[config.mk]
export PLATFORM = sky130hd
export DESIGN_NAME = wdtc_ctrl
export DESIGN_NICKNAME = d
export VERILOG_FILES = /design/src/core/wdtc_pkg.sv /design/src/core/wdtc_ctrl.sv
export VERILOG_INCLUDE_DIRS = /design/src /design/src/core
export SDC_FILE = /design/constraint.sdc
export NUM_CORES = 1
export LEC_CHECK = 0
export ABC_AREA = 1
export BUFFER_PORTS_ARGS = -buffer_cell sky130_fd_sc_hd__buf_2
export CORE_UTILIZATION = 30
export DETAILED_ROUTE_END_ITERATION = 10
export HOLD_SLACK_MARGIN = 0.03
export SLEW_MARGIN = 15
export SYNTH_ARGS = -nofsm -noshare
export SYNTH_HDL_FRONTEND = slang
export SYNTH_SLANG_ARGS = --single-unit
[constraint.sdc]
create_clock -name clk -period 4.29 [get_ports clk]
set_input_delay 0 -clock clk [delete_from_list [all_inputs] [get_ports clk]]
set_output_delay 0 -clock clk [all_outputs]
set_load 0.02 [all_outputs]
[src/core/wdtc_defs.svh]
// constants of the watchdog timer control block
//
// Contract
// - select code 00/01/10/11 gives 2^17, 2^20, 2^23, 2^26 clock interrupt time-out.
// - reset time-out is always 512 clocks longer than the interrupt time-out.
// - at time-out request interrupt if enabled; reset 512 clocks later unless cleared.
// - interrupt flag set by hardware at enabled time-out, held until software clears.
// - a watchdog reset sets the reset flag; software reads and clears it.
// - power-fail, power-on and power-down resets clear the reset flag.
// - an external pin reset leaves the reset flag unchanged.
// - reset enable bit 0 disables and 1 enables the watchdog reset.
// - every reset source forces the reset enable bit to zero.
// - writing 1 to the clear bit restarts the counter from zero.
// - power-on reset loads the whole control register with zero.
// - all bits readable (the code reads the clear bit as zero); run, reset enable, flag, clear writes need the unlock.
// - bit 4 of the extended enable register gates the watchdog interrupt.
// - a watchdog reset is held two machine cycles, then the reset flag set; the code sets the flag as the hold begins.
`ifndef WDTC_DEFS_SVH
`define WDTC_DEFS_SVH

`define WDTC_ADDR_UNLOCK 8'hC7
`define WDTC_ADDR_CTRL   8'hD8
`define WDTC_ADDR_XIE    8'hE8

`define WDTC_KEY_FIRST   8'hAA
`define WDTC_KEY_SECOND  8'h55

`define WDTC_B_RUN       7
`define WDTC_B_SEL_HI    5
`define WDTC_B_SEL_LO    4
`define WDTC_B_IF        3
`define WDTC_B_RF        2
`define WDTC_B_RE        1
`define WDTC_B_CLR       0
`define WDTC_B_XIE_WDI   4
`define WDTC_B_XIE_HI    6

`define WDTC_CNT_W       26
`define WDTC_POST_W      10
`define WDTC_HOLD_W      8
`define WDTC_WIN_W       4

`define WDTC_TO_EXP0     17
`define WDTC_TO_EXP1     20
`define WDTC_TO_EXP2     23
`define WDTC_TO_EXP3     26
`define WDTC_RST_DELAY   512
`define WDTC_UNLOCK_WIN  4
`define WDTC_MC_CLKS     4

`endif

[src/core/wdtc_pkg.sv]
// types of the watchdog timer control block
`include "wdtc_defs.svh"
package wdtc_pkg;

  typedef enum logic [2:0] {
    WDTC_TA_IDLE  = 3'h1,
    WDTC_TA_FIRST = 3'h2,
    WDTC_TA_OPEN  = 3'h4
  } wdtc_unlock_t;

  typedef struct packed {
    logic       we;
    logic       re;
    logic [7:0] addr;
    logic [7:0] wdata;
  } wdtc_sfr_req_t;

  typedef struct packed {
    logic pwr_rst;
    logic ext_rst;
  } wdtc_rst_src_t;

  typedef struct packed {
    wdtc_unlock_t            unl;
    logic [`WDTC_WIN_W-1:0]  win;
    logic [`WDTC_CNT_W-1:0]  cnt;
    logic                    post;
    logic [`WDTC_POST_W-1:0] post_cnt;
    logic                    hold;
    logic [`WDTC_HOLD_W-1:0] hold_cnt;
    logic                    run;
    logic [1:0]              sel;
    logic                    watchdog_interrupt_flag;
    logic                    watchdog_reset_flag;
    logic                    watchdog_reset_enable;
    logic [2:0]              xie;
    logic [7:0]              rdata;
  } wdtc_state_t;

endpackage

[src/core/wdtc_ctrl.sv]
// watchdog timer with timed-access protected control register
`timescale 1ns/10ps
`include "wdtc_defs.svh"
module wdtc_ctrl #(
  parameter int TO_EXP0   = `WDTC_TO_EXP0,
  parameter int TO_EXP1   = `WDTC_TO_EXP1,
  parameter int TO_EXP2   = `WDTC_TO_EXP2,
  parameter int TO_EXP3   = `WDTC_TO_EXP3,
  parameter int RST_DELAY = `WDTC_RST_DELAY,
  parameter int MC_CLKS   = `WDTC_MC_CLKS
) (
  input  wire logic                   clk,
  input  wire logic                   rst_n,
  input  wire wdtc_pkg::wdtc_sfr_req_t sfr_req,
  output logic [7:0]                  sfr_rdata,
  input  wire wdtc_pkg::wdtc_rst_src_t rst_src,
  output logic                        wdt_irq,
  output logic                        wdt_rst
);

  localparam logic [`WDTC_CNT_W-1:0] LIM0 = `WDTC_CNT_W'((64'h1 << TO_EXP0) - 64'h1);
  localparam logic [`WDTC_CNT_W-1:0] LIM1 = `WDTC_CNT_W'((64'h1 << TO_EXP1) - 64'h1);
  localparam logic [`WDTC_CNT_W-1:0] LIM2 = `WDTC_CNT_W'((64'h1 << TO_EXP2) - 64'h1);
  localparam logic [`WDTC_CNT_W-1:0] LIM3 = `WDTC_CNT_W'((64'h1 << TO_EXP3) - 64'h1);
  localparam logic [`WDTC_POST_W-1:0] POST_LAST = `WDTC_POST_W'(RST_DELAY - 1);
  localparam logic [`WDTC_HOLD_W-1:0] HOLD_LAST = `WDTC_HOLD_W'(2 * MC_CLKS - 1);
  localparam logic [`WDTC_WIN_W-1:0]  WIN_INIT  = `WDTC_WIN_W'(`WDTC_UNLOCK_WIN);

  localparam wdtc_pkg::wdtc_state_t RST_S = '{
    unl:     wdtc_pkg::WDTC_TA_IDLE,
    default: '0
  };

  wdtc_pkg::wdtc_state_t    s_ff;
  wdtc_pkg::wdtc_state_t    nxt_s;
  logic [`WDTC_CNT_W-1:0]   lim;
  logic                     unl_wr;
  logic                     ctl_wr;
  logic                     xie_wr;
  logic                     open;
  logic                     clr_req;
  logic                     tmo;
  logic                     fire;
  logic [7:0]               rd_val;

  always_comb begin
    unique case (s_ff.sel)
      2'h0: lim = LIM0;
      2'h1: lim = LIM1;
      2'h2: lim = LIM2;
      2'h3: lim = LIM3;
    endcase
  end

  always_comb begin
    nxt_s   = s_ff;
    unl_wr  = sfr_req.we && (sfr_req.addr == `WDTC_ADDR_UNLOCK);
    ctl_wr  = sfr_req.we && (sfr_req.addr == `WDTC_ADDR_CTRL);
    xie_wr  = sfr_req.we && (sfr_req.addr == `WDTC_ADDR_XIE);
    open    = (s_ff.unl == wdtc_pkg::WDTC_TA_OPEN);
    clr_req = ctl_wr && open && sfr_req.wdata[`WDTC_B_CLR];
    tmo     = s_ff.run && (s_ff.cnt == lim);
    fire    = 1'b0;
    rd_val  = 8'h00;

    // unlock sequence: the two keys must be back-to-back register writes
    unique case (s_ff.unl)
      wdtc_pkg::WDTC_TA_IDLE: begin
        if (unl_wr && sfr_req.wdata == `WDTC_KEY_FIRST) begin
          nxt_s.unl = wdtc_pkg::WDTC_TA_FIRST;
        end
      end
      wdtc_pkg::WDTC_TA_FIRST: begin
        if (unl_wr && sfr_req.wdata == `WDTC_KEY_SECOND) begin
          nxt_s.unl = wdtc_pkg::WDTC_TA_OPEN;
          nxt_s.win = WIN_INIT;
        end else if (unl_wr && sfr_req.wdata == `WDTC_KEY_FIRST) begin
          nxt_s.unl = wdtc_pkg::WDTC_TA_FIRST;
        end else if (sfr_req.we) begin
          nxt_s.unl = wdtc_pkg::WDTC_TA_IDLE;
        end
      end
      wdtc_pkg::WDTC_TA_OPEN: begin
        // one protected write per unlock; an idle window lapses
        if (unl_wr && sfr_req.wdata == `WDTC_KEY_FIRST) begin
          nxt_s.unl = wdtc_pkg::WDTC_TA_FIRST;
        end else if (sfr_req.we || s_ff.win == `WDTC_WIN_W'(1)) begin
          nxt_s.unl = wdtc_pkg::WDTC_TA_IDLE;
        end else begin
          nxt_s.win = s_ff.win - `WDTC_WIN_W'(1);
        end
      end
      default: nxt_s.unl = wdtc_pkg::WDTC_TA_IDLE;
    endcase

    // counter advances while run is set, restarted by time-out or clear
    if (clr_req) begin
      nxt_s.cnt      = '0;
      nxt_s.post     = 1'b0;
      nxt_s.post_cnt = '0;
    end else begin
      if (s_ff.post) begin
        if (s_ff.post_cnt == POST_LAST) begin
          nxt_s.post = 1'b0;
          fire       = s_ff.watchdog_reset_enable;
        end else begin
          nxt_s.post_cnt = s_ff.post_cnt + `WDTC_POST_W'(1);
        end
      end
      if (tmo) begin
        nxt_s.cnt      = '0;
        nxt_s.post     = 1'b1;
        nxt_s.post_cnt = '0;
      end else if (s_ff.run) begin
        nxt_s.cnt = s_ff.cnt + `WDTC_CNT_W'(1);
      end
    end

    // software writes
    if (ctl_wr) begin
      nxt_s.sel = sfr_req.wdata[`WDTC_B_SEL_HI:`WDTC_B_SEL_LO];
      if (!sfr_req.wdata[`WDTC_B_RF]) begin
        nxt_s.watchdog_reset_flag = 1'b0;
      end
      if (open) begin
        nxt_s.run   = sfr_req.wdata[`WDTC_B_RUN];
        nxt_s.watchdog_reset_enable = sfr_req.wdata[`WDTC_B_RE];
        nxt_s.watchdog_interrupt_flag  = sfr_req.wdata[`WDTC_B_IF];
      end
    end
    if (xie_wr) begin
      nxt_s.xie = sfr_req.wdata[`WDTC_B_XIE_HI:`WDTC_B_XIE_WDI];
    end
    // a time-out in the same cycle as a clearing write still sets the flag
    if (tmo && s_ff.xie[0]) begin
      nxt_s.watchdog_interrupt_flag = 1'b1;
    end

    // registered read port; unmapped and write-only addresses read zero
    if (sfr_req.addr == `WDTC_ADDR_CTRL) begin
      rd_val[`WDTC_B_RUN]    = s_ff.run;
      rd_val[`WDTC_B_SEL_HI] = s_ff.sel[1];
      rd_val[`WDTC_B_SEL_LO] = s_ff.sel[0];
      rd_val[`WDTC_B_IF]     = s_ff.watchdog_interrupt_flag;
      rd_val[`WDTC_B_RF]     = s_ff.watchdog_reset_flag;
      rd_val[`WDTC_B_RE]     = s_ff.watchdog_reset_enable;
    end else if (sfr_req.addr == `WDTC_ADDR_XIE) begin
      rd_val[`WDTC_B_XIE_HI:`WDTC_B_XIE_WDI] = s_ff.xie;
    end
    if (sfr_req.re) begin
      nxt_s.rdata = rd_val;
    end

    // watchdog reset: held for two machine cycles, flag set
    if (s_ff.hold) begin
      nxt_s          = RST_S;
      nxt_s.watchdog_reset_flag     = 1'b1;
      nxt_s.hold     = (s_ff.hold_cnt != '0);
      nxt_s.hold_cnt = s_ff.hold_cnt - `WDTC_HOLD_W'(s_ff.hold_cnt != '0);
    end else if (fire) begin
      nxt_s          = RST_S;
      nxt_s.watchdog_reset_flag     = 1'b1;
      nxt_s.hold     = 1'b1;
      nxt_s.hold_cnt = HOLD_LAST;
    end
    if (rst_src.ext_rst) begin
      nxt_s      = RST_S;
      nxt_s.watchdog_reset_flag = s_ff.watchdog_reset_flag;
    end
    if (rst_src.pwr_rst) begin
      nxt_s = RST_S;
    end
  end

  // power-on reset is the asynchronous pin; all state returns to zero except the unlock state, which returns to idle
  always_ff @(posedge clk or negedge rst_n) begin
    if (!rst_n) begin
      s_ff <= RST_S;
    end else begin
      s_ff <= nxt_s;
    end
  end

  assign sfr_rdata = s_ff.rdata;
  assign wdt_irq   = s_ff.watchdog_interrupt_flag && s_ff.xie[0];
  assign wdt_rst   = s_ff.hold;

endmodule // wdtc_ctrl

# Yosys cells after proc, flatten, opt, wreduce, memory -nomap -nowiden
# Cells that the tools add are included.
# word_totals
ff_bits,70
output_inout_bits,10
input_bits,22
elab_cells,110
# classes
n_mux,39
reduce_logical,30
add_sub_neg,4
eq_ne,23
# ops
cell,count
70-bit 2-to-1 mux,4
26-bit case mux with 4 select lines,1
26-bit 2-to-1 mux,2
37-bit 2-to-1 mux,1
8-bit equality test (second input constant),4
3-bit 2-to-1 mux,9
26-bit by 1-bit adder with 26-bit output (second input constant),1
26-bit equality test,1
6-bit inequality test (second input constant),4
11-bit 2-to-1 mux,2
5-bit nonzero test,4
6-bit nonzero test,3
7-bit nonzero test,2
4-bit 2-to-1 mux,3
1-bit 2-to-1 mux,11
10-bit by 1-bit adder with 10-bit output (second input constant),1
10-bit by 9-bit equality test with 1-bit output (second input constant),1
1-bit logical AND,10
10-bit 2-to-1 mux,1
3-bit case mux with 3 select lines,1
8-bit by 7-bit equality test with 1-bit output (second input constant),1
8-bit 2-to-1 mux,1
8-bit inequality test (second input constant),1
4-bit case mux with 2 select lines,1
21 further kinds,26

# Logic depth before layout (Yosys ltp)
# logic_depth
ltp_word,10
mapped_depth,13
ltp_nobuf,11

# Worst setup path before layout
# Ideal clock, no wire load.
# synth_timing
path_kind,register to register
startpoint,reg s_ff[20] (netlist bit)
endpoint,reg s_ff[23] (netlist bit)
setup_ns,0.083
n_path_buf,0
arrival_ns,1.803
slack_ns,2.404
path_stages_with_launch,10
synth_period_minus_slack_ns,1.886
required_time_ns,4.207
path_cell_list,dfrtp_1 nor2_1 nand2_1 or4_1 ha_1 ha_1 nand2_1 nor3_1 xnor2_1 o21ai_0
# synth_between
elab_chain_cells,5
# synth_lines
item,line_no,rtl
"start, declared",wdtc_ctrl.sv:34,wdtc_pkg::wdtc_state_t s_ff;
"start signal, assigned",wdtc_ctrl.sv:180,s_ff <= nxt_s;
8-bit nonzero test,wdtc_ctrl.sv:159,nxt_s.hold_cnt = s_ff.hold_cnt - `WDTC_HOLD_W'(s_ff.hold_cnt != '0);
8-bit by 1-bit subtractor with 8-bit output (*),wdtc_ctrl.sv:159,
70-bit 2-to-1 mux (*),wdtc_ctrl.sv:155,if (s_ff.hold) begin
70-bit 2-to-1 mux (*),wdtc_ctrl.sv:166,if (rst_src.ext_rst) begin
70-bit 2-to-1 mux (*),wdtc_ctrl.sv:170,if (rst_src.pwr_rst) begin
# Every way passes the cells marked *; elsewhere a longest branch is shown, timed or not. The select of a mux whose other input is x is not followed.
# A chain may end at the register's enable or synchronous reset.

# Worst setup path after layout
# layout_timing
startpoint,reg s_ff[26] (netlist bit)
endpoint,reg s_ff[12] (netlist bit)
# layout_between
elab_chain_cells,8
word_cells_on_any_way,11
classes_between,2 x eq/ne; 7 x mux; 2 x reduce/logical
# layout_lines
item,line_no,rtl
10-bit by 9-bit equality test with 1-bit output (*),wdtc_ctrl.sv:103,if (s_ff.post_cnt == POST_LAST) begin
1-bit 2-to-1 mux (*),wdtc_ctrl.sv:103,
1-bit 2-to-1 mux (*),wdtc_ctrl.sv:102,if (s_ff.post) begin
1-bit 2-to-1 mux (*),wdtc_ctrl.sv:97,if (clr_req) begin
70-bit 2-to-1 mux,wdtc_ctrl.sv:160,end else if (fire) begin
70-bit 2-to-1 mux,wdtc_ctrl.sv:155,
70-bit 2-to-1 mux,wdtc_ctrl.sv:166,
70-bit 2-to-1 mux,wdtc_ctrl.sv:170,
# Marked as above.

==> results_dict.tcl <==
set metrics [dict create \
    placement_rows 42 \
    worst-slew-pin-transition_ns 0.885 \
    grt_antenna_before_repair 0 \
    fin_ws_ns 2.06 \
    cts_setup_buffers 0 \
    timing.clock.skew_ns 0.00361 \
    floorplan.die.width_um 120 \
    cellPowerDensity_nw_per_um2 301 \
    synthDominantCellAreaShare 0.410 \
    clock_tree.htree_level_count 3 \
    final_min_period_over_clock_period 0.519 \
    worstReg2RegEnd "s_ff[12]" \
    clock_path_buffers 2 \
    first_global_vias 3539 \
    worst_setup_hold_path_clk_slew_ns 0.05 \
    place_ws_ns 2.07 \
    post_drt_via_cell_ratio 4.65 \
    drv_cap 0 \
    design.final.nets 606 \
    critical_path_buf_inv_count 1 \
    layout.area.seq_sq_um 1730 \
    antenna_cells_inserted 0 \
    synth.area.top_cells "dfrtp_1, nand2_1, nor2_1, inv_1, nand3_1" \
    syn2layout_area_growth_pct 14.5 \
    tritoncts_clock_tree "yes" \
    setup_viol_count_final 0 \
    core_box_area_sq_um 13300 \
    ys_seq_area_frac 0.416 \
    critPathSlowestCell "dlygate4sd3_1" \
    fmax_achieved_mhz 449 \
    gp_routability_congestion 0.805 \
    setup.reg_to_reg.worst_slack_ns 2.06 \
    ioPinCount 32 \
    setup.worst_path.class "reg -> reg" \
    kind_of_start_point_of_the_critical_path "flop" \
    p_leak_nw 2.08 \
    dpl_cell_area_sq_um 4390 \
    multi_input_area_sq_um 2030 \
    timing.critical_path.slowest_cell_delay_ns 0.56 \
    crit_start "s_ff[26]" \
    synth.net_count 572 \
    routed_wirelength_um 9000 \
    timing.critical_path.cells "ha_1 -> nand2_1 -> nor2_1 -> nand4_1 -> nor2_1 -> nand2_2 -> nand2_1 -> nor2_1 -> o21ai_1 -> dlygate4sd3_1 -> nand2_1" \
    insertion_delay_to_the_later_sink_of_the_worst_skew_pair_ns 0.32 \
    final.fill_count 1411 \
    finalPower_mw 1.43 \
    cp_top_family "simple AND/OR/NAND/NOR gates" \
    critical_path_rt_ns 4.50 \
    dr_total_vias 3527 \
    final_hold_vios 0 \
    power.ir.vdd_worst_uv 181 \
    height_of_the_die_um 120 \
    start_util 0.311 \
    post_route_cells_drive_above_1_share 0.149 \
    tns_ns 0 \
    synth.most_common_cell "nand2_1" \
    synth_cells 544 \
    slew_violations 0 \
    yosys.area.top_type "dfrtp_1" \
    finalCriticalPeriod_ns 2.23 \
    grt_util_all_layers 0.138 \
    timing.hold.worst.class "in -> reg" \
    dr_pass1_iterations 4 \
    path_depth 11 \
    synth_top_flop_cell "dfrtp_1" \
    critical_path.max_fanout 4 \
    timing.critical_path.to "s_ff[12]" \
    numPortBuffers 30 \
    drcViolationCount 0 \
    drt_first_iter_violations 188 \
    critPathArrivalTime_ns 2.44 \
    post-route-cell-area_sq_um 4750 \
    synth-seq-cells 69 \
    global_route_wire_length_before_repair_um 16000 \
    synth_common_cells "nand2_1, nor2_1, dfrtp_1" \
    grt_remaining_overflow 0 \
    dpl.hpwl_um 6670 \
    postSynth.asyncResetShare 1.00 \
    cts_root_buf "clkbuf_16" \
    numClockSinks 69 \
    rsz_0062_raised_after_global_routing "no" \
    die_area_sq_um 14300 \
    ys_types 43 \
    worst_setup_path_end_kind "flop" \
    grt_start_max_net_pins 70 \
    postSynthAreaPerCell_sq_um 7.63 \
    synth-edff-count 0 \
    yosysWarningCount 0 \
    timing.max_slew.rel_slack 0.410 \
    status "finished clean" \
    worst-r2r-cell-count 11 \
    tritoncts_buffer_count 9 \
    routed_wire_length_per_instance_um 11.9 \
    crit-reg2reg-launch "s_ff[26]" \
    netlist_area_sq_um 4150 \
    detail_route_antenna_nets 0 \
]
==> logic make-up (layout without fill, tap and decap cells) <==
family                     after synthesis  after routing  share of synthesized area
and+or+nand+nor                        297            297                      0.327
buffers and inverters                   82            120                     0.0943
DFF                                     69             69                      0.416
AOI/OAI and AO/OA                       62             62                     0.0865
xor gates and xnor gates                27             27                     0.0569
adders and majority gates                6              6                     0.0181
other                                    1              1                   0.000903
==> cell usage in the layout (no fill, tap or decap), drive strengths merged <==
master       Yosys  layout
conb             1       1
o211ai           4       4
a31o             1       1
o21ai           29      29
dlygate4sd3      0       8
a31oi            1       1
clkinv           2       3
xnor2            6       6
dfrtp           68      68
dfstp            1       1
nand2          123     123
nor3            22      22
clkbuf           1      14
o22ai            6       6
o21a             1       1
a211oi           1       1
nor3b            3       3
nand3b           2       2
ha               6       6
inv             64      64
nand3           41      41
or4              1       1
nand4            5       5
and3             2       2
nor2            98      98
a21oi           15      15
buf             15      31
a22oi            4       4
xor2            21      21
==> per-stage QoR <==
stage                util  hold slack [ns]  std cells
finish              0.356           0.0524        758
global route        0.356           0.0646        758
CTS                 0.356           0.0389        758
detailed placement  0.329            0.242        735
global placement    0.329            0.251        735
floorplan               -           -0.296        544
==> metal layers <==
layer / vias up / wire length [um] / global-route usage
met3: 11 / 296 / 0.0333
met4: 0 / 98 / 0.0359
met5: - / 0 / 0
met2: 56 / 4350 / 0.231
met1: 1650 / 4250 / 0.177
li1: 1810 / - / -
==> cell type report <==
cell class	instances	share of cell area
Clock buffer	14	0.0576
Timing Repair Buffer	39	0.0500
Clock inverter	1	0.00105
Multi-Input combinational cell	393	0.428
Sequential cell	69	0.364
Tap cell	176	0.0463
Inverter	66	0.0537
==> state kept, by name, summed over array words and instances, names as in the netlist <==
signal,cells
s_ff,61
sfr_rdata,7
wdt_rst,1
==> how the worst min path moves through the flow <==
| stage | startpoint | to | depth (start not counted) |
|---|---|---|---|
| floorplan | rst_n | s_ff[10] | 0 |
| global placement | rst_src[0] | s_ff[12] | 3 |
| detailed placement | rst_src[0] | s_ff[12] | 3 |
| CTS | sfr_req[4] | s_ff[8] | 5 |
| global route | sfr_req[4] | s_ff[14] | 5 |
| finish | sfr_req[4] | s_ff[8] | 5 |
==> timing repair <==
action | in CTS | in global routing
hold endpoints to repair | 76 | 0
hold buffers | 8 | 0
resized for setup | 0 | 0
==> power by group <==
part           switching [mW]  internal, mW
logic                  0.0566        0.0247
registers             0.00275         0.656
clock network           0.256         0.435
total                   0.316          1.12
==> tightest hold or removal path: stages <==
cell,delay (ns)
buf_2,0.11
inv_1,0.06
nor2_1,0.06
nand2_1,0.06
nand2_1,0.04
Note: power is estimated with default switching activity, not from simulation.
